===== src/common/fars_consts.svh =====
// Contract
// - Restarts off: never self-restart, start OFF
// - Restarts on: start in automatic mode
// - Dry-well trips after configured continuous seconds
// - Delay group one after overload trips
// - Delay group two after bus/dry/unbalance trips
// - Delay group three after sensor/voltage trips
// - Limit restarts after motor overload trips
// - Limit restarts after dry-well trips
// - Limit restarts after current imbalance trips
// - Limit restarts after low input voltage
// - Limit restarts after high input voltage
// - Limit restarts after DC bus overvoltage
// - Wait startup delay after power cycle
// - Limit restarts after input phase loss
// - Limit restarts after sensor signal loss
// - Hold motor off after any run request
// - Hold-off for all runs, show countdown
// - Sensor fault after signal absent long enough
// - Limit startup attempts per power cycle
// - Stop startups after maximum cycle time
`ifndef FARS_CONSTS_SVH
`define FARS_CONSTS_SVH

// System clock and the one-second tick derived from it.
`define FARS_CLK_HZ 25000000
`define FARS_TICK_CYCLES (`FARS_CLK_HZ / 1)

// Field widths of the configuration and status words.
`define FARS_SEC_W 14
`define FARS_HOLD_W 9
`define FARS_STARTS_W 4
`define FARS_CYC_W 20
`define FARS_NSRC 12
`define FARS_NCLS 9
`define FARS_NGRP 3

// Trip source positions in the fault vector.
`define FARS_SRC_CLASS10 0
`define FARS_SRC_OC_IN 1
`define FARS_SRC_SYS_OVL 2
`define FARS_SRC_BUS_OV 3
`define FARS_SRC_DRY_CUR 4
`define FARS_SRC_UNBAL 5
`define FARS_SRC_LOW_PWR 6
`define FARS_SRC_CS_HIGH 7
`define FARS_SRC_LOW_V 8
`define FARS_SRC_HIGH_V 9
`define FARS_SRC_PHASE 10
`define FARS_SRC_SENSOR 11

// Restart counting classes.
`define FARS_CLS_OVL 0
`define FARS_CLS_DRY 1
`define FARS_CLS_IMB 2
`define FARS_CLS_UV 3
`define FARS_CLS_OV 4
`define FARS_CLS_BUS 5
`define FARS_CLS_PH 6
`define FARS_CLS_SNS 7
`define FARS_CLS_SYS 8

// Power-on defaults of every setting, in seconds or counts.
`define FARS_DEF_DRY_WELL 14'h0004
`define FARS_DEF_DELAY1 14'h003C
`define FARS_DEF_DELAY2 14'h000F
`define FARS_DEF_DELAY3 14'h000F
`define FARS_DEF_LIM_OVL 14'h0004
`define FARS_DEF_LIM_10 14'h000A
`define FARS_DEF_LIM_SYS 14'h0000
`define FARS_DEF_STARTUP 14'h0000
`define FARS_DEF_SHORT_CYC 9'h003
`define FARS_DEF_SENSOR 14'h000A
`define FARS_DEF_STARTS 4'h0
`define FARS_DEF_MAX_CYC 20'h0_0E10
`define FARS_MAX_STARTS 4'hA
`define FARS_MAX_CYC_LIM 20'h9_3A80

`endif


===== src/common/fars_pkg.sv =====
package fars_pkg;

  // Supervisor states.
  typedef enum logic [3:0] {
    ST_INIT, ST_PWRUP, ST_OFF, ST_AUTO, ST_HOLDOFF, ST_RUN, ST_WAIT, ST_LOCKED
  } fars_state_e;

  // Settings, held outside the block and presented as a level.
  typedef struct packed {
    logic [13:0] dry_well_delay;
    logic [2:0][13:0] restart_delay;
    logic [8:0][13:0] restart_limit;
    logic [13:0] startup_delay;
    logic [8:0] short_cycle_delay;
    logic [13:0] sensor_delay;
    logic [3:0] startups_per_cycle;
    logic [19:0] max_cycle_time;
  } fars_cfg_s;

  // Status word, all fields registered.
  typedef struct packed {
    logic motor_on;
    logic auto_mode;
    logic off_mode;
    logic restart_pending;
    logic locked_out;
    logic dry_well_trip;
    logic sensor_fault;
    logic [8:0] holdoff_left;
    logic [13:0] restart_left;
  } fars_stat_s;

endpackage : fars_pkg


===== src/core/fars_supervisor.sv =====
`timescale 1ns/10ps
`default_nettype none
`include "fars_consts.svh"

// Decides whether and when the motor may be energized after trips,
// run requests and power-up.
module fars_supervisor
  import fars_pkg::*;
#(
  parameter int TICK_CYCLES = `FARS_TICK_CYCLES
) (
  input wire logic mclk,
  input wire logic rst_n,
  input wire logic restart_en,
  input wire fars_cfg_s cfg,
  input wire logic [11:0] ext_fault,
  input wire logic dry_well_cond,
  input wire logic loop_signal_ok,
  input wire logic run_manual,
  input wire logic stop_manual,
  input wire logic run_ext,
  output fars_stat_s stat
);

  initial begin
    if (TICK_CYCLES < 2) begin
      $error("fars_supervisor: TICK_CYCLES must be at least 2");
    end
  end

  ////////////////////////////////////////////////////////////////////////////
  // Helpers.

  // Restart counting class of each trip source.
  function automatic logic [3:0] src_class(input logic [3:0] s);
    case (s)
      `FARS_SRC_CLASS10, `FARS_SRC_OC_IN, `FARS_SRC_CS_HIGH:
        src_class = `FARS_CLS_OVL;
      `FARS_SRC_SYS_OVL: src_class = `FARS_CLS_SYS;
      `FARS_SRC_BUS_OV: src_class = `FARS_CLS_BUS;
      `FARS_SRC_DRY_CUR, `FARS_SRC_LOW_PWR: src_class = `FARS_CLS_DRY;
      `FARS_SRC_UNBAL: src_class = `FARS_CLS_IMB;
      `FARS_SRC_LOW_V: src_class = `FARS_CLS_UV;
      `FARS_SRC_HIGH_V: src_class = `FARS_CLS_OV;
      `FARS_SRC_PHASE: src_class = `FARS_CLS_PH;
      default: src_class = `FARS_CLS_SNS;
    endcase
  endfunction : src_class

  // Delay group of each trip source.
  function automatic logic [1:0] src_group(input logic [3:0] s);
    case (s)
      `FARS_SRC_CLASS10, `FARS_SRC_OC_IN, `FARS_SRC_SYS_OVL:
        src_group = 2'h0;
      `FARS_SRC_BUS_OV, `FARS_SRC_DRY_CUR, `FARS_SRC_UNBAL,
      `FARS_SRC_LOW_PWR:
        src_group = 2'h1;
      default: src_group = 2'h2;
    endcase
  endfunction : src_group

  // Timer step: counts a second up towards a limit, saturating there.
  function automatic logic [13:0] step_up(input logic [13:0] c,
                                          input logic [13:0] lim,
                                          input logic t);
    step_up = (t && c < lim) ? c + 14'h0001 : c;
  endfunction : step_up

  ////////////////////////////////////////////////////////////////////////////
  // Second tick.

  logic tick; // One-cycle pulse per second.

  fars_tick #(.TICK_CYCLES(TICK_CYCLES)) u_tick (
    .mclk(mclk),
    .rst_n(rst_n),
    .tick(tick)
  );

  ////////////////////////////////////////////////////////////////////////////
  // Condition monitors: dry well and loop signal loss.

  logic [13:0] dw_cnt_q, dw_cnt_d; // Seconds the dry well has lasted.
  logic [13:0] sn_cnt_q, sn_cnt_d; // Seconds the loop signal is absent.
  logic dw_trip_q, dw_trip_d;
  logic sn_trip_q, sn_trip_d;

  // Both timers restart from zero as soon as the condition clears, so
  // only an unbroken condition can reach the trip point.
  always_comb begin
    dw_cnt_d = dry_well_cond ?
               step_up(dw_cnt_q, cfg.dry_well_delay, tick) : 14'h0000;
    dw_trip_d = dry_well_cond && dw_cnt_q >= cfg.dry_well_delay;
    sn_cnt_d = !loop_signal_ok ?
               step_up(sn_cnt_q, cfg.sensor_delay, tick) : 14'h0000;
    sn_trip_d = !loop_signal_ok && sn_cnt_q >= cfg.sensor_delay;
  end

  // Register the monitors.
  always_ff @(posedge mclk or negedge rst_n) begin
    if (!rst_n) begin
      dw_cnt_q <= 14'h0000;
      sn_cnt_q <= 14'h0000;
      dw_trip_q <= 1'b0;
      sn_trip_q <= 1'b0;
    end else begin
      dw_cnt_q <= dw_cnt_d;
      sn_cnt_q <= sn_cnt_d;
      dw_trip_q <= dw_trip_d;
      sn_trip_q <= sn_trip_d;
    end
  end

  // Internal trips enter as one-cycle pulses on their rising edge.
  logic [11:0] trip_src;
  always_comb begin
    trip_src = ext_fault;
    trip_src[`FARS_SRC_DRY_CUR] = ext_fault[`FARS_SRC_DRY_CUR] |
                                  (dw_trip_d & ~dw_trip_q);
    trip_src[`FARS_SRC_SENSOR] = ext_fault[`FARS_SRC_SENSOR] |
                                 (sn_trip_d & ~sn_trip_q);
  end

  // The lowest numbered source wins when several trip together.
  logic fault_any;
  logic [3:0] fault_idx;
  always_comb begin
    fault_any = |trip_src;
    fault_idx = 4'h0;
    for (int i = `FARS_NSRC - 1; i >= 0; i--) begin
      if (trip_src[i]) begin
        fault_idx = 4'(i);
      end
    end
  end

  logic [3:0] fault_cls;
  logic [13:0] grp_delay;
  assign fault_cls = src_class(fault_idx);
  assign grp_delay = cfg.restart_delay[src_group(fault_idx)];

  ////////////////////////////////////////////////////////////////////////////
  // Supervisor state machine.

  fars_state_e state_q, state_d;
  logic [13:0] sec_q, sec_d; // Countdown shared by the timed states.
  logic [8:0][13:0] rcnt_q, rcnt_d; // Restarts used per class.
  logic [3:0] starts_q, starts_d; // Startup attempts this power cycle.
  logic [19:0] elap_q, elap_d; // Seconds since power-up, saturating.
  fars_stat_s stat_q, stat_d;
  logic starts_ok;
  logic stop_req;
  logic restart_ok;
  fars_state_e mode_st;

  // Start attempts and elapsed time are both bounded per power cycle;
  // zero in either setting means no bound.
  assign starts_ok =
    (cfg.startups_per_cycle == 4'h0 ||
     starts_q < cfg.startups_per_cycle) &&
    (cfg.max_cycle_time == 20'h0_0000 ||
     elap_q < cfg.max_cycle_time);
  assign mode_st = restart_en ? ST_AUTO : ST_OFF;
  assign stop_req = (state_q == ST_OFF || !restart_en) ? stop_manual
                                                        : !run_ext;
  // A class with no restarts left keeps the drive tripped.
  assign restart_ok = restart_en &&
                      rcnt_q[fault_cls] < cfg.restart_limit[fault_cls];

  always_comb begin
    state_d = state_q;
    sec_d = sec_q;
    rcnt_d = rcnt_q;
    starts_d = starts_q;
    elap_d = (tick && elap_q != 20'hF_FFFF) ? elap_q + 20'h0_0001 : elap_q;
    if (fault_any && state_q != ST_INIT && state_q != ST_LOCKED) begin
      // A new trip also replaces a pending delay with its own group.
      if (restart_ok) begin
        state_d = ST_WAIT;
        sec_d = grp_delay;
        rcnt_d[fault_cls] = rcnt_q[fault_cls] + 14'h0001;
      end else begin
        state_d = ST_LOCKED;
      end
    end else begin
      case (state_q)
        ST_INIT: begin
          // First cycle after power-up loads the startup delay.
          state_d = ST_PWRUP;
          sec_d = cfg.startup_delay;
        end
        ST_PWRUP: begin
          if (sec_q == 14'h0000) begin
            state_d = mode_st;
          end else if (tick) begin
            sec_d = sec_q - 14'h0001;
          end
        end
        ST_OFF, ST_AUTO: begin
          // Manual run starts the hold-off in either mode, but in auto it is dropped again unless run_ext is high; external run only in auto.
          if (state_q == ST_AUTO && !restart_en) begin
            state_d = ST_OFF;
          end else if (run_manual ||
                       (state_q == ST_AUTO && run_ext)) begin
            state_d = starts_ok ? ST_HOLDOFF : ST_LOCKED;
            sec_d = 14'(cfg.short_cycle_delay);
          end
        end
        ST_HOLDOFF: begin
          if (stop_req) begin
            state_d = mode_st;
          end else if (sec_q == 14'h0000) begin
            state_d = ST_RUN;
            starts_d = starts_q + 4'h1;
          end else if (tick) begin
            sec_d = sec_q - 14'h0001;
          end
        end
        ST_RUN: begin
          if (stop_req) begin
            state_d = mode_st;
          end
        end
        ST_WAIT: begin
          // Disabling restarts drops the pending restart at once.
          if (!restart_en) begin
            state_d = ST_OFF;
          end else if (sec_q == 14'h0000) begin
            state_d = ST_AUTO;
          end else if (tick) begin
            sec_d = sec_q - 14'h0001;
          end
        end
        ST_LOCKED: state_d = ST_LOCKED;
        default: state_d = ST_INIT;
      endcase
    end
    // Status mirrors the next state so it lines up with state_q.
    stat_d = '0;
    stat_d.motor_on = state_d == ST_RUN;
    stat_d.auto_mode = state_d == ST_AUTO;
    stat_d.off_mode = state_d == ST_OFF;
    stat_d.restart_pending = state_d == ST_WAIT;
    stat_d.locked_out = state_d == ST_LOCKED;
    stat_d.dry_well_trip = dw_trip_d;
    stat_d.sensor_fault = sn_trip_d;
    stat_d.holdoff_left = (state_d == ST_HOLDOFF) ? sec_d[8:0]
                                                  : 9'h000;
    stat_d.restart_left = (state_d == ST_WAIT) ? sec_d : 14'h0000;
  end

  // Counters clear only through reset, which is the power cycle.
  always_ff @(posedge mclk or negedge rst_n) begin
    if (!rst_n) begin
      state_q <= ST_INIT;
      sec_q <= 14'h0000;
      rcnt_q <= '0;
      starts_q <= 4'h0;
      elap_q <= 20'h0_0000;
      stat_q <= '0;
    end else begin
      state_q <= state_d;
      sec_q <= sec_d;
      rcnt_q <= rcnt_d;
      starts_q <= starts_d;
      elap_q <= elap_d;
      stat_q <= stat_d;
    end
  end

  assign stat = stat_q;

  ////////////////////////////////////////////////////////////////////////////
  // Checks.

  AST_OFF_AT_INIT: assert property (@(posedge mclk)
    disable iff (!rst_n) state_q == ST_PWRUP && sec_q == 14'h0000 &&
    !fault_any && !restart_en |=> state_q == ST_OFF && stat.off_mode)
    else $error("power-up did not settle in OFF");

  AST_AUTO_AT_INIT: assert property (@(posedge mclk)
    disable iff (!rst_n) state_q == ST_PWRUP && sec_q == 14'h0000 &&
    !fault_any && restart_en |=> state_q == ST_AUTO)
    else $error("power-up did not settle in auto mode");

  AST_DRY_WELL_TIME: assert property (@(posedge mclk)
    disable iff (!rst_n) $rose(dw_trip_q) |-> $past(dry_well_cond) &&
    $past(dw_cnt_q) >= $past(cfg.dry_well_delay))
    else $error("dry well tripped early");

  AST_SENSOR_TIME: assert property (@(posedge mclk)
    disable iff (!rst_n) $rose(stat.sensor_fault) |->
    !$past(loop_signal_ok) && $past(sn_cnt_q) >= $past(cfg.sensor_delay))
    else $error("sensor fault raised early");

  AST_GROUP_DELAY: assert property (@(posedge mclk)
    disable iff (!rst_n) fault_any && restart_ok && state_q != ST_INIT &&
    state_q != ST_LOCKED |=> state_q == ST_WAIT && sec_q == $past(grp_delay))
    else $error("restart delay not loaded from the trip group");

  AST_EXHAUSTED: assert property (@(posedge mclk)
    disable iff (!rst_n) fault_any && !restart_ok && state_q != ST_INIT
    |=> state_q == ST_LOCKED [*2])
    else $error("exhausted class did not stay tripped");

  AST_MOTOR_ONLY_RUN: assert property (@(posedge mclk)
    disable iff (!rst_n) stat.motor_on |-> state_q == ST_RUN &&
    $past(state_q) != ST_OFF && $past(state_q) != ST_AUTO)
    else $error("motor energized without hold-off");

  AST_COUNTDOWN: assert property (@(posedge mclk)
    disable iff (!rst_n) state_q == ST_HOLDOFF && tick &&
    sec_q != 14'h0000 && !fault_any && !stop_req
    |=> stat.holdoff_left == 9'($past(sec_q) - 14'h0001))
    else $error("hold-off countdown wrong");

  AST_CANCEL: assert property (@(posedge mclk)
    disable iff (!rst_n) state_q == ST_WAIT && !restart_en && !fault_any
    |=> state_q == ST_OFF && !stat.restart_pending)
    else $error("pending restart not cancelled");

  AST_START_LIMIT: assert property (@(posedge mclk)
    disable iff (!rst_n) $rose(stat.motor_on) |->
    cfg.startups_per_cycle == 4'h0 || starts_q <= cfg.startups_per_cycle)
    else $error("too many startup attempts");

endmodule : fars_supervisor
`default_nettype wire


===== src/core/fars_tick.sv =====
`timescale 1ns/10ps
`default_nettype none
`include "fars_consts.svh"

// Divides the system clock down to a one-cycle pulse each second.
module fars_tick
  import fars_pkg::*;
#(
  parameter int TICK_CYCLES = `FARS_TICK_CYCLES
) (
  input wire logic mclk,
  input wire logic rst_n,
  output logic tick
);

  // A divider shorter than two cycles could not produce a pulse.
  initial begin
    if (TICK_CYCLES < 2) begin
      $error("fars_tick: TICK_CYCLES must be at least 2");
    end
  end

  logic [31:0] div_q; // Cycles left before the next pulse.
  logic [31:0] div_d;
  logic tick_d;
  logic tick_q;

  // Reload on wrap; the pulse is registered so it is glitch free.
  always_comb begin
    tick_d = 1'b0;
    div_d = div_q - 32'h0000_0001;
    if (div_q == 32'h0000_0000) begin
      div_d = 32'(TICK_CYCLES - 1);
      tick_d = 1'b1;
    end
  end

  // Register the divider.
  always_ff @(posedge mclk or negedge rst_n) begin
    if (!rst_n) begin
      div_q <= 32'h0000_0000;
      tick_q <= 1'b0;
    end else begin
      div_q <= div_d;
      tick_q <= tick_d;
    end
  end

  assign tick = tick_q;

endmodule : fars_tick
`default_nettype wire


===== config.mk =====
export PLATFORM = sky130hd
export DESIGN_NAME = fars_supervisor
export DESIGN_NICKNAME = d
export VERILOG_FILES = /design/src/common/fars_pkg.sv /design/src/core/fars_supervisor.sv /design/src/core/fars_tick.sv
export VERILOG_INCLUDE_DIRS = /design/src /design/src/common
export SDC_FILE = /design/constraint.sdc
export NUM_CORES = 1
export LEC_CHECK = 0
export BUFFER_PORTS_ARGS = -buffer_cell sky130_fd_sc_hd__buf_4
export CAP_MARGIN = 30
export CORE_ASPECT_RATIO = 0.6
export CORE_MARGIN = 2
export CORE_UTILIZATION = 40
export CTS_CLUSTER_SIZE = 16
export DETAILED_ROUTE_END_ITERATION = 16
export PLACE_DENSITY_LB_ADDON = 0.1
export SKIP_LAST_GASP = 1
export SYNTH_ARGS = -nofsm -noshare
export SYNTH_HDL_FRONTEND = slang
export SYNTH_SLANG_ARGS = --single-unit

===== constraint.sdc =====
create_clock -name mclk -period 6.9 [get_ports mclk]
set_clock_uncertainty 0.1 [all_clocks]
set_input_delay 0.69 -clock mclk [delete_from_list [all_inputs] [get_ports mclk]]
set_output_delay 0.69 -clock mclk [all_outputs]
set_load 0.005 [all_outputs]

### Word level (Yosys, flattened, before mapping)

Memories as Yosys holds them, arrays and structs flattened.
Cells that the tools add are included.

* $add $sub $neg: 7
* magnitude comparators: 10
* eq/ne operators: 22
* mux-type cells: 53
* bitwise logic cells: 8
* reductions and logical operators: 33

Operators with widths (number)
* $mux W14: 17
* $bwmux W126: 1
* $bmux W14 S4: 2
* $mux W4: 21
* $pmux W14 S5: 1
* $demux W14 S4: 1
* $eq A4 B3 Y1 const B: 11
* $add A14 B1 Y14 const B: 3
* $lt A14 B14 Y1: 3
* $logic_not A32 Y1: 1
* $mux W32: 1
* $sub A32 B1 Y32 const B: 1
* $bmux W14 S2: 1
* $ge A14 B14 Y1: 2
* $pmux W4 S7: 1
* $eq A4 B2 Y1 const B: 6
* $add A20 B1 Y20 const B: 1
* $logic_not A20 Y1: 1
* $lt A20 B20 Y1: 1
* $ne A20 B20 Y1 const B: 1
* $logic_not A14 Y1: 1
* $sub A14 B1 Y14 const B: 1
* $logic_and A1 B1 Y1: 12
* $logic_not A4 Y1: 3
* other kinds (25): 39

* flip-flop bits (word level): 259
* ROM bits: 64
* input port bits: 263
* output and inout bits: 30
* word-level logic and storage cells: 160
* memories: 1

Memories
* (name not given): words 16, width 4, rd ports 1, clocked after Yosys merged registers in 0, write ports 0, line fars_supervisor.sv:36 `case (s)`

### Depth between registers and ports, before layout

Gate-level depths: netlist (run 1).
An unclocked memory read counts as a cell.

* depth in word-level cells: 25
* depth in mapped cells: 43
* gate-level depth less buffers: 36

### By module

Synthesis (run 1) repeated with hierarchy kept, for this count alone.

* cells, all modules: 1809
* area total of the unflattened synthesis: 16151.7 µm²

By module, submodules not included
* fars_supervisor: times used 1, cells an instance 1663, area an instance 14617.8 µm², sequential area each 5655.4 µm²
* fars_tick: times used 1, cells an instance 146, area an instance 1534.0 µm², sequential area each 825.8 µm²

### Least setup slack after synthesis (run 1)

OpenSTA, ideal clock, no wires.

* path type: input port to flip-flop
* start: in cfg[234] (netlist name)
* end: reg rcnt_q[71] (netlist name)
* setup time: 0.125 ns
* arrival: 7.373 ns
* required time: 6.675 ns
* path slack: -0.698 ns
* stages: 38
* path buffers: 7
* cell sequence: inv_1 > ha_1 > a211oi_2 > nor2_1 > nor4_4 > and3_1 > nor2_2 > or3_1 > nand2_1 > nand2_1 > ha_1 > nand2_1 > a21oi_1 > o21ai_2 > nand2_2 > buf_6 > buf_2 > buf_2 > [... 2 more ...] > nand2_1 > nand3_1 > nand2_1 > o21ai_0 > a22oi_1 > ha_1 > and4_1 > a21oi_1 > nand2_1 > a2111oi_0 > o21ai_0 > a21oi_1 > nand4_1 > o21a_1 > buf_2 > or4_1 > buf_2 > mux2_4

* cells in the longest elaborated chain, start to end: 15
* elaborated cells on any way between the ends: 27
* those cells by class: add/sub: 1; order compare: 4; mux: 12; bitwise: 2; reduce/logical: 7; memory: 1

Ends and longest elaborated chain
* from (decl): line fars_supervisor.sv:15 `input wire fars_cfg_s cfg,`
* $ge A14 B14 Y1 *: line fars_supervisor.sv:93 `dw_trip_d = dry_well_cond && dw_cnt_q >= cfg.dry_well_delay;`
* $logic_and A1 B1 Y1 *: line fars_supervisor.sv:93
* $and A1 B1 Y1 *: line fars_supervisor.sv:119 `(dw_trip_d & ~dw_trip_q);`
* $or A1 B1 Y1 *: line fars_supervisor.sv:118 `` trip_src[`FARS_SRC_DRY_CUR] = ext_fault[`FARS_SRC_DRY_CUR] | ``
* $mux W4 (5 in a row): line fars_supervisor.sv:131 `if (trip_src[i]) begin`
* $mem_v2 Z16 W4
* $bmux W14 S4, or another cell as far along: line fars_supervisor.sv:168, fars_supervisor.sv:181
* $mux W14 (not written as such), or another cell as far along: line fars_supervisor.sv:168, fars_supervisor.sv:181
* $lt A14 B14 Y1 or $mux W14 (tied branches): line fars_supervisor.sv:168, fars_supervisor.sv:181
* $logic_and A1 B1 Y1 or $demux W14 S4 (tied branches): line fars_supervisor.sv:167, fars_supervisor.sv:181
* $reduce_and A2 Y1 (no line) or $bwmux W126 (tied branches)
* to (signal assigned): line fars_supervisor.sv:264 `rcnt_q <= rcnt_d;`
* to (decl): line fars_supervisor.sv:147 `logic [8:0][13:0] rcnt_q, rcnt_d;`

Mark *: on every way between the ends. The rest lies on a longest branch, timed or not. The select of a mux whose other input is x is not followed.
A chain may end at the register's enable or synchronous reset.

### Worst setup path in the final report (run 1)

* start: reg sn_cnt_q[13]
* end: reg rcnt_q[75] (netlist name)

* cells in the longest elaborated chain, start to end: 22
* elaborated cells on any way between the ends: 34
* those cells by class: add/sub: 1; order compare: 4; mux: 19; bitwise: 2; reduce/logical: 7; memory: 1

Ends and longest elaborated chain
* from (decl): line fars_supervisor.sv:84 `logic [13:0] sn_cnt_q, sn_cnt_d;`
* from (signal assigned): line fars_supervisor.sv:108 `sn_cnt_q <= sn_cnt_d;`
* $ge A14 B14 Y1 *: line fars_supervisor.sv:96 `sn_trip_d = !loop_signal_ok && sn_cnt_q >= cfg.sensor_delay;`
* $logic_and A1 B1 Y1 *: line fars_supervisor.sv:96
* $and A1 B1 Y1 *: line fars_supervisor.sv:121 `(sn_trip_d & ~sn_trip_q);`
* $or A1 B1 Y1 *: line fars_supervisor.sv:120 `` trip_src[`FARS_SRC_SENSOR] = ext_fault[`FARS_SRC_SENSOR] | ``
* $mux W4 (12 in a row): line fars_supervisor.sv:131
* $mem_v2 Z16 W4
* $bmux W14 S4, or another cell as far along: line fars_supervisor.sv:168, fars_supervisor.sv:181
* $mux W14 (not written as such), or another cell as far along: line fars_supervisor.sv:168, fars_supervisor.sv:181
* $lt A14 B14 Y1 or $mux W14 (tied branches): line fars_supervisor.sv:168, fars_supervisor.sv:181
* $logic_and A1 B1 Y1 or $demux W14 S4 (tied branches): line fars_supervisor.sv:167, fars_supervisor.sv:181
* $reduce_and A2 Y1 (no line) or $bwmux W126 (tied branches)

Marked as above.

==> results.json, run 1 <==
{
  "status": "finished, final reports clean",
  "die_width_um": 266.4,
  "ios": 293,
  "grt_first_pass_wirelength_um": 87060,
  "place.gp.congestion": 0.9192,
  "final_area_um2": 22470,
  "via_count": 16490,
  "cts_inserted_buffers": 27,
  "insertedDiodeCount": 0,
  "ys_async_sr_fraction_pct": 100.0,
  "power.share.switching_pct": 35.63,
  "p_per_area_nw_per_um2": 241.9,
  "final_max_slew_viol_count": 0,
  "area_growth_pct": 35.98,
  "drcViolationCount": 0,
  "vias_per_cell": 5.561,
  "drive_above_1_share_pct": 29.49,
  "postSynthCellCount": 1954,
  "grt_use_total_pct": 25.39,
  "p_leak_uw": 0.01092,
  "grt_max_degree": 148,
  "yosysSeqAreaShare_pct": 39.23,
  "worst_pin_slew_ns": 0.9759,
  "clk_latency_ns": 0.56,
  "end_kind": "flip-flop",
  "syn_nets": 2293,
  "ys_top_cells_by_area": "dfrtp_1, nand2_1, ha_1",
  "firstDrtPassIters": 6,
  "dp_hpwl_um": 42820,
  "start_util_pct": 40.71,
  "worstPathArrival_ns": 7.22,
  "ys_ff_latch": 259,
  "wl_per_cell_um": 19.56,
  "ys.warnings.count": 0,
  "share_comb_of_total_power_pct": 35.5,
  "fmax_mhz": 145.4,
  "h-tree-depth": 1,
  "synth_area_um2": 16520,
  "top_usage_layer": "met1",
  "cts_tree": "done",
  "cts_num_sinks": 259,
  "timing.max_cap.violations": 0,
  "cp.required_ns": 7.24,
  "peakVddDrop_uv": 190.0,
  "cts.clk_slew.worst_paths_ns": 0.07,
  "clockBufferDepth": 3,
  "grt_util_met1_pct": 39.64,
  "dp_slack_ns": -0.3705,
  "io_buffers": 292,
  "drt-initial-drc-count": 1752,
  "fill_cells": 3680,
  "slowest_delay_ns": 0.51,
  "period_share_pct": 99.66,
  "cts_hold_buf": 0,
  "use_met3_pct": 5.336,
  "internal_power_uw": 3498,
  "fin_ws_ns": 0.02339,
  "hold_slack_ns": 0.07802,
  "yosys.area.top_type": "dfrtp_1",
  "grt_pass1_vias": 15460,
  "design.core.area_um2": 40580,
  "synth_flop_cell": "dfrtp_1",
  "synth.distinct_cells": 88,
  "routed_wl_um": 58010,
  "cts_root_buf": "clkbuf_16",
  "ff2ff_path_depth": 33,
  "place_area_um2": 20580,
  "p_clk_share_pct": 27.6,
  "cp_max_fo": 5,
  "p_seq_share_pct": 36.9,
  "syn_avg_cell_area_um2": 8.455,
  "antenna_found_initial": 0,
  "power.switching_uw": 1936,
  "setup_viol": 0,
  "synth_edf_count": 0,
  "grtUsageMet2_pct": 36.02,
  "r2r_slack_ns": 0.02,
  "row_count": 57,
  "critPathKind": "flip-flop to flip-flop",
  "nets": 2753,
  "crit_path_start_kind": "flip-flop",
  "fin_crit_ns": 6.877,
  "rsz0062_at_grt": "true",
  "grt_overflow_total": 0,
  "ant_nets": 0,
  "dieArea_um2": 43000,
  "hp-class": "input pin to asynchronous set/reset pin",
  "cp_slowest_cell": "or4_4",
  "netlist.area_leader.share_pct": 39.23,
  "slew_headroom_pct": 34.44,
  "hold_violations": 0,
  "dieHeight_um": 161.4
}
## layout by cell type (no fill, tap or decap), types with 25 or more instances in the layout
cell / netlist / final
a21oi_1: 87 / 79
xor2_1: 25 / 25
nand3_1: 134 / 132
dfrtp_1: 259 / 257
mux2i_1: 44 / 44
nor2_1: 132 / 130
clkbuf_16: 0 / 32
inv_1: 91 / 88
nand2_1: 345 / 338
o21ai_0: 117 / 106
buf_4: 3 / 483
nand4_1: 38 / 38
mux2_2: 34 / 33
nor3_1: 37 / 34
ha_1: 76 / 70
o21ai_1: 36 / 44
xnor2_1: 47 / 47
## repair_timing
action                                  CTS  global route
buffers inserted                          0            51
hold endpoints to repair                  0             0
resized for setup                         0            87
endpoints found under the setup margin    0           169
## synth_stat cells (all sizes together) (39+ instances only)
master / count
a21oi: 92
buf: 40
clkbuf: 58
dfrtp: 259
ha: 76
inv: 91
mux2: 39
mux2i: 45
nand2: 346
nand3: 136
nor2: 135
nor3: 42
o21ai: 155
xnor2: 50
## flip-flops by register name, indices dropped and copies added (netlist names)
register / cells
sn_cnt_q: 14
sec_q: 14
stat: 30
elap_q: 20
state_q: 4
u_tick.div_q: 32
dw_cnt_q: 14
starts_q: 4
u_tick.tick: 1
rcnt_q: 126
## kinds of logic after synthesis
kind of cell	share of synthesized area [%]
and+or+nand+nor	23.94
AOI/OAI and AO/OA	16.28
DFF	39.23
buffers and inverters	4.749
muxes	5.521
xor gates and xnor gates	4.506
adders and majority gates	5.756
other	0.02270
## power by group through the flow
stage,Sequential [µW],Clock [µW],Combinational (µW)
global route,2030,1590,2110
finish,2010,1500,1930
floorplan,1940,0,1000
CTS,1990,1530,1740
detailed placement,2010,0,1730
global placement,2010,0,1700
## cell type report
type,instances,area (µm²),area share (%)
flip-flops and latches,259,6484,28.86
well taps,531,664.4,2.957
inverters,91,345.3,1.537
repair buffers,529,4395,19.57
clock buffers,35,735.7,3.275
multi-input cells,1506,9687,43.12
clock inverters,15,153.9,0.6850
## through the flow
step | cells | setup TNS [ns] | util (%) | power, µW
6_report | 2966 | 0 | 55.36 | 5434
5_1_grt | 2966 | -17.15 | 55.36 | 5732
4_1_cts | 2907 | 0 | 52.92 | 5263
3_5_place_dp | 2857 | -36.28 | 50.72 | 3749
3_3_place_gp | 2856 | -23.54 | 50.70 | 3716
2_1_floorplan | 1954 | 0 | - | 2938
## routing by layer
metal / routed length [µm] / up-vias
met4: 982 / 0
met5: 0 / -
met2: 24250 / 580
met1: 28450 / 7991
met3: 4330 / 96
li1: - / 7827
## path summary, 6_finish.rpt
check	startpoint	endpoint
worst max-delay path	sn_cnt_q[13]	rcnt_q[75]
min in group mclk	dry_well_cond	stat[24]
worst max register to register	sn_cnt_q[13]	rcnt_q[75]
max in group asynchronous	rst_n	rcnt_q[117]
worst min-delay path	rst_n	u_tick.div_q[24]
worst min register to register	rcnt_q[99]	rcnt_q[99]
## critical path: cells and delay by family, from the launching register on
family	cells	cell delay (ns)
muxes	1	0.30
buffers and inverters	4	0.67
adders and majority gates	3	0.82
DFF	1	0.43
and+or+nand+nor	14	2.76
AOI/OAI and AO/OA	11	1.68
Power figures use the tool's default switching activity.
==> inputs of run 2 (changes only) <==
- SETUP_SLACK_MARGIN: default -> 0.4
==> results.json, run 2 (synthesis results as in run 1) <==
{
  "hp-class": "input pin to asynchronous set/reset pin",
  "r2r-start": "dw_cnt_q[4]",
  "fin_tns_setup_ns": 0,
  "p_per_area_nw_per_um2": 252.0,
  "power.share.switching_pct": 35.72,
  "power.switching_uw": 2179,
  "fin_crit_ns": 6.836,
  "internal_power_uw": 3922,
  "drcViolationCount": 0,
  "grt_overflow_total": 0,
  "ant_nets": 0,
  "insertedDiodeCount": 0,
  "grt_first_pass_wirelength_um": 93340,
  "io_buffers": 292,
  "fin_util_pct": 59.67,
  "routed_wl_um": 63960,
  "cts_inserted_buffers": 26,
  "h-tree-depth": 1,
  "rsz0062_at_grt": "true",
  "place_area_um2": 20670,
  "final_max_slew_viol_count": 0,
  "ios": 293,
  "die_width_um": 266.4,
  "wl_per_cell_um": 21.16,
  "setup_viol": 0,
  "via_count": 16910,
  "mostFrequentLayoutCells": "buf_4, nand2_1, dfrtp_1",
  "dieArea_um2": 43000,
  "period_share_pct": 99.07,
  "crit_path_start_kind": "flip-flop",
  "share_comb_of_total_power_pct": 41.0,
  "cp.required_ns": 7.19,
  "cp_max_fo": 13,
  "status": "finished, final reports clean",
  "end_kind": "flip-flop",
  "grt_use_total_pct": 27.96,
  "final_common_cell": "buf_4",
  "top_register": "rcnt_q",
  "antenna_found_initial": 0,
  "fmax_mhz": 146.3,
  "slowest_delay_ns": 0.52,
  "slew_headroom_pct": 30.42,
  "p_leak_uw": 0.01153,
  "dp_hpwl_um": 44930,
  "final_area_um2": 24210,
  "clk_latency_ns": 0.55,
  "row_count": 57,
  "critPathLaunch": "dw_cnt_q[4]",
  "cts.clk_slew.worst_paths_ns": 0.06,
  "worst_pin_slew_ns": 1.040,
  "start_util_pct": 40.71,
  "peakVddDrop_uv": 253.6,
  "firstDrtPassIters": 7,
  "worstPathArrival_ns": 7.13,
  "cts_root_buf": "clkbuf_16",
  "cts_num_sinks": 259,
  "p_seq_share_pct": 33.2,
  "timing.max_cap.violations": 0,
  "hold_violations": 0,
  "p_clk_share_pct": 25.8,
  "cp_slowest_cell": "a211oi_1",
  "nets": 2813,
  "design.core.area_um2": 40580,
  "cts_hold_buf": 0,
  "cts_tree": "done",
  "grt_pass1_vias": 16150,
  "grt_max_degree": 143,
  "drt-initial-drc-count": 1698,
  "critPathKind": "flip-flop to flip-flop",
  "drive_above_1_share_pct": 35.91,
  "largest_reg_flops": 126,
  "vias_per_cell": 5.595,
  "area_growth_pct": 46.56,
  "dieHeight_um": 161.4,
  "clockBufferDepth": 3,
  "place.gp.congestion": 0.9692
}
run 2: cell types whose count changed in the layout (fill, tap and decap cells not counted), moves of 9 or more:
| cell | before | now |
|---|---|---|
| nand2_4 | 1 | 10 |
| o21ai_2 | 3 | 28 |
| nand2_1 | 338 | 302 |
| buf_12 | 20 | 30 |
| buf_6 | 17 | 63 |
| a21oi_1 | 79 | 70 |
| o21ai_1 | 44 | 53 |
| nand2_2 | 7 | 34 |
| o21ai_0 | 106 | 71 |
| nor2_1 | 130 | 116 |
| nor2_2 | 2 | 11 |
run 2: worst paths after layout:
kind	endpoint	depth (start not counted)	slack, ns
min in group mclk	sn_cnt_q[13]	2	0.31
worst max register to register	rcnt_q[101]	32	0.06
worst max-delay path	rcnt_q[101]	32	0.06
max in group asynchronous	rcnt_q[93]	2	5.28
worst min register to register	starts_q[3]	1	0.38
worst min-delay path	sec_q[1]	1	0.05
run 2: repair_timing:
item | CTS | global route
gates resized for setup | 122 | 223
setup buffers | 61 | 47
gates cloned | 7 | 9
endpoints found under the hold margin | 0 | 0
pin swaps | 69 | 72
setup endpoints to repair | 169 | 169
run 2: metrics by stage:
step	setup WS, ns	instances	total power (µW)	hold WS, ns
after global routing	-0.2736	3023	6389	0.1462
after global placement	-0.3197	2851	3745	0.3621
after floorplan	0.1193	1954	2950	0.2944
after CTS	0.1823	2967	5678	0.1357
final	0.06438	3023	6102	0.05452
after detailed placement	-0.4270	2853	3776	0.3677
run 2: area by class of cell:
| cell class | count | area [µm²] |
|---|---|---|
| Clock buffer | 37 | 793.3 |
| Fill cell | 3468 | 16370 |
| Sequential cell | 259 | 6489 |
| Timing Repair Buffer | 588 | 5289 |
| Clock inverter | 9 | 147.6 |
| Multi-Input combinational cell | 1508 | 10470 |
| Tap cell | 531 | 664.4 |
| Inverter | 91 | 365.4 |
run 2: routing by layer:
| metal | global-route usage, % | vias up | share of wire (%) |
|---|---|---|---|
| met1 | 43.40 | 8158 | 48 |
| met4 | 5.516 | 0 | 2.1 |
| met3 | 7.913 | 92 | 10 |
| met5 | 0 | - | 0 |
| li1 | - | 7965 | - |
| met2 | 38.08 | 698 | 40 |
run 2: power groups by stage:
stage	Sequential, µW	Clock [µW]	Combinational, µW
detailed placement	2010	0	1770
finish	2030	1580	2500
CTS	1990	1600	2080
global placement	2010	0	1730
global route	2050	1660	2670
floorplan	1940	0	1010
run 2: critical path, delay by kind of cell (launching register included):
family	cells	cell delay, ns
buf+inv	4	0.63
flops	1	0.43
compound gates	9	2.16
fa+ha+maj	3	0.74
simple gates	15	2.50
mux	1	0.12
==> inputs of run 3 (changes only) <==
- CORE_UTILIZATION: 40 -> 52
==> results.json, run 3 (synthesis results as in run 1) <==
{
  "mostFrequentLayoutCells": "buf_4, nand2_1, dfrtp_1",
  "clockBufferDepth": 3,
  "routed_wl_um": 62190,
  "hp-class": "input pin to asynchronous set/reset pin",
  "cp_slowest_cell": "dfrtp_1",
  "rsz0062_at_grt": "true",
  "fin_ws_ns": -0.005249,
  "drive_above_1_share_pct": 36.42,
  "cts_root_buf": "clkbuf_16",
  "wl_per_cell_um": 21.58,
  "clk_latency_ns": 0.57,
  "cp.required_ns": 7.23,
  "die_width_um": 234.1,
  "cts_tree": "done",
  "firstDrtPassIters": 6,
  "drcViolationCount": 0,
  "worstPathArrival_ns": 7.24,
  "dieArea_um2": 33260,
  "insertedDiodeCount": 0,
  "grt_pass1_vias": 16380,
  "p_leak_uw": 0.01137,
  "peakVddDrop_uv": 201.3,
  "hold_violations": 0,
  "cts_hold_buf": 0,
  "violations": "setup timing",
  "regToRegEndpoint": "rcnt_q[120]",
  "grt_first_pass_wirelength_um": 91570,
  "status": "finished, violations left",
  "timing.max_cap.violations": 0,
  "r2r_slack_ns": -0.005,
  "vias_per_cell": 6.067,
  "dp_hpwl_um": 43970,
  "crit_path_start_kind": "flip-flop",
  "grt_overflow_total": 0,
  "final_common_cell": "buf_4",
  "worst_pin_slew_ns": 1.037,
  "place.gp.congestion": 0.9692,
  "io_buffers": 292,
  "fin_crit_ns": 6.905,
  "grt_use_total_pct": 35.58,
  "h-tree-depth": 1,
  "slew_headroom_pct": 30.66,
  "cts_num_sinks": 259,
  "crit_top_cell": "buf_12",
  "antenna_found_initial": 2,
  "slowest_delay_ns": 0.42,
  "r2r-start": "dw_cnt_q[11]",
  "critPathKind": "flip-flop to flip-flop",
  "design.core.area_um2": 31220,
  "nets": 2786,
  "dieHeight_um": 142.1,
  "ant_nets": 0,
  "start_util_pct": 52.92,
  "grt_max_degree": 151,
  "p_per_area_nw_per_um2": 252.3,
  "dp_slack_ns": -0.3666,
  "end_kind": "flip-flop",
  "setup_viol": 2,
  "cp_max_fo": 6,
  "row_count": 50,
  "final_max_slew_viol_count": 0,
  "fin_util_pct": 75.92,
  "ff2ff_path_depth": 39,
  "cts_inserted_buffers": 26,
  "period_share_pct": 100.1,
  "via_count": 17490,
  "largest_reg_flops": 126,
  "fmax_mhz": 144.8,
  "top_register": "rcnt_q",
  "area_growth_pct": 43.46,
  "cts.clk_slew.worst_paths_ns": 0.07,
  "drt-initial-drc-count": 2241,
  "ios": 293
}
-- run 3: area by class of cell --
| class | instances | area, µm² |
|---|---|---|
| inverter | 91 | 366.6 |
| clock buffer | 37 | 793.3 |
| timing repair buffer | 563 | 5031 |
| clock inverter | 10 | 116.4 |
| tap | 416 | 520.5 |
| multi-input combinational | 1506 | 10390 |
| sequential | 259 | 6485 |
| fill | 2184 | 7516 |
-- run 3: through the flow --
stage / area, µm² / setup TNS [ns] / hold slack [ns] / std cells / power, µW
global route: 23700 / -28.98 / 0.1421 / 2882 / 6217
CTS: 22410 / 0 / 0.1099 / 2849 / 5486
global placement: 20610 / -10.32 / 0.3568 / 2754 / 3756
finish: 23700 / -0.01023 / 0.06652 / 2882 / 5980
floorplan: 16830 / 0 / 0.2944 / 1954 / 2950
detailed placement: 20610 / -36.94 / 0.3614 / 2755 / 3800
-- run 3: how the worst max path moves through the flow --
stage            startpoint           to  slack (ns)  depth (start not counted)
2_1_floorplan      cfg[238]   rcnt_q[71]        0.12                         40
3_3_place_gp       cfg[238]   rcnt_q[65]       -0.18                         40
3_5_place_dp        cfg[29]   rcnt_q[51]       -0.37                         36
4_1_cts         dw_cnt_q[5]   rcnt_q[80]        0.21                         33
5_1_grt        dw_cnt_q[11]   rcnt_q[14]       -0.29                         43
6_report       dw_cnt_q[11]  rcnt_q[120]      -0.005                         39
-- run 3: timing repair --
| item | CTS | global route |
|---|---|---|
| setup endpoints to repair | 169 | 169 |
| buffers inserted | 42 | 25 |
| gates resized for setup | 93 | 277 |
| cloned | 5 | 7 |
| pin swaps | 39 | 66 |
-- run 3: per-layer routing --
| metal | wire length [µm] | global-route usage, % | up-vias |
|---|---|---|---|
| met4 | 1349 | 7.395 | 6 |
| met2 | 25740 | 49.29 | 1050 |
| met1 | 27030 | 53.54 | 8390 |
| met3 | 8011 | 11.54 | 127 |
| li1 | - | - | 7912 |
| met5 | 61 | 1.042 | - |
-- run 3: critical path, delay by kind of cell (launching register included) --
family	cells	cell delay, ns
AO/OA/AOI/OAI	10	1.93
AND/OR/NAND/NOR	17	1.90
buffers and inverters	8	1.26
adder cells (fa/ha/maj)	3	0.87
flip-flops	1	0.42
multiplexers	1	0.27
-- run 3: report_power, final --
group	internal [µW]	switching (µW)
sequential	1790	255
combinational	1120	1290
clock	876	646
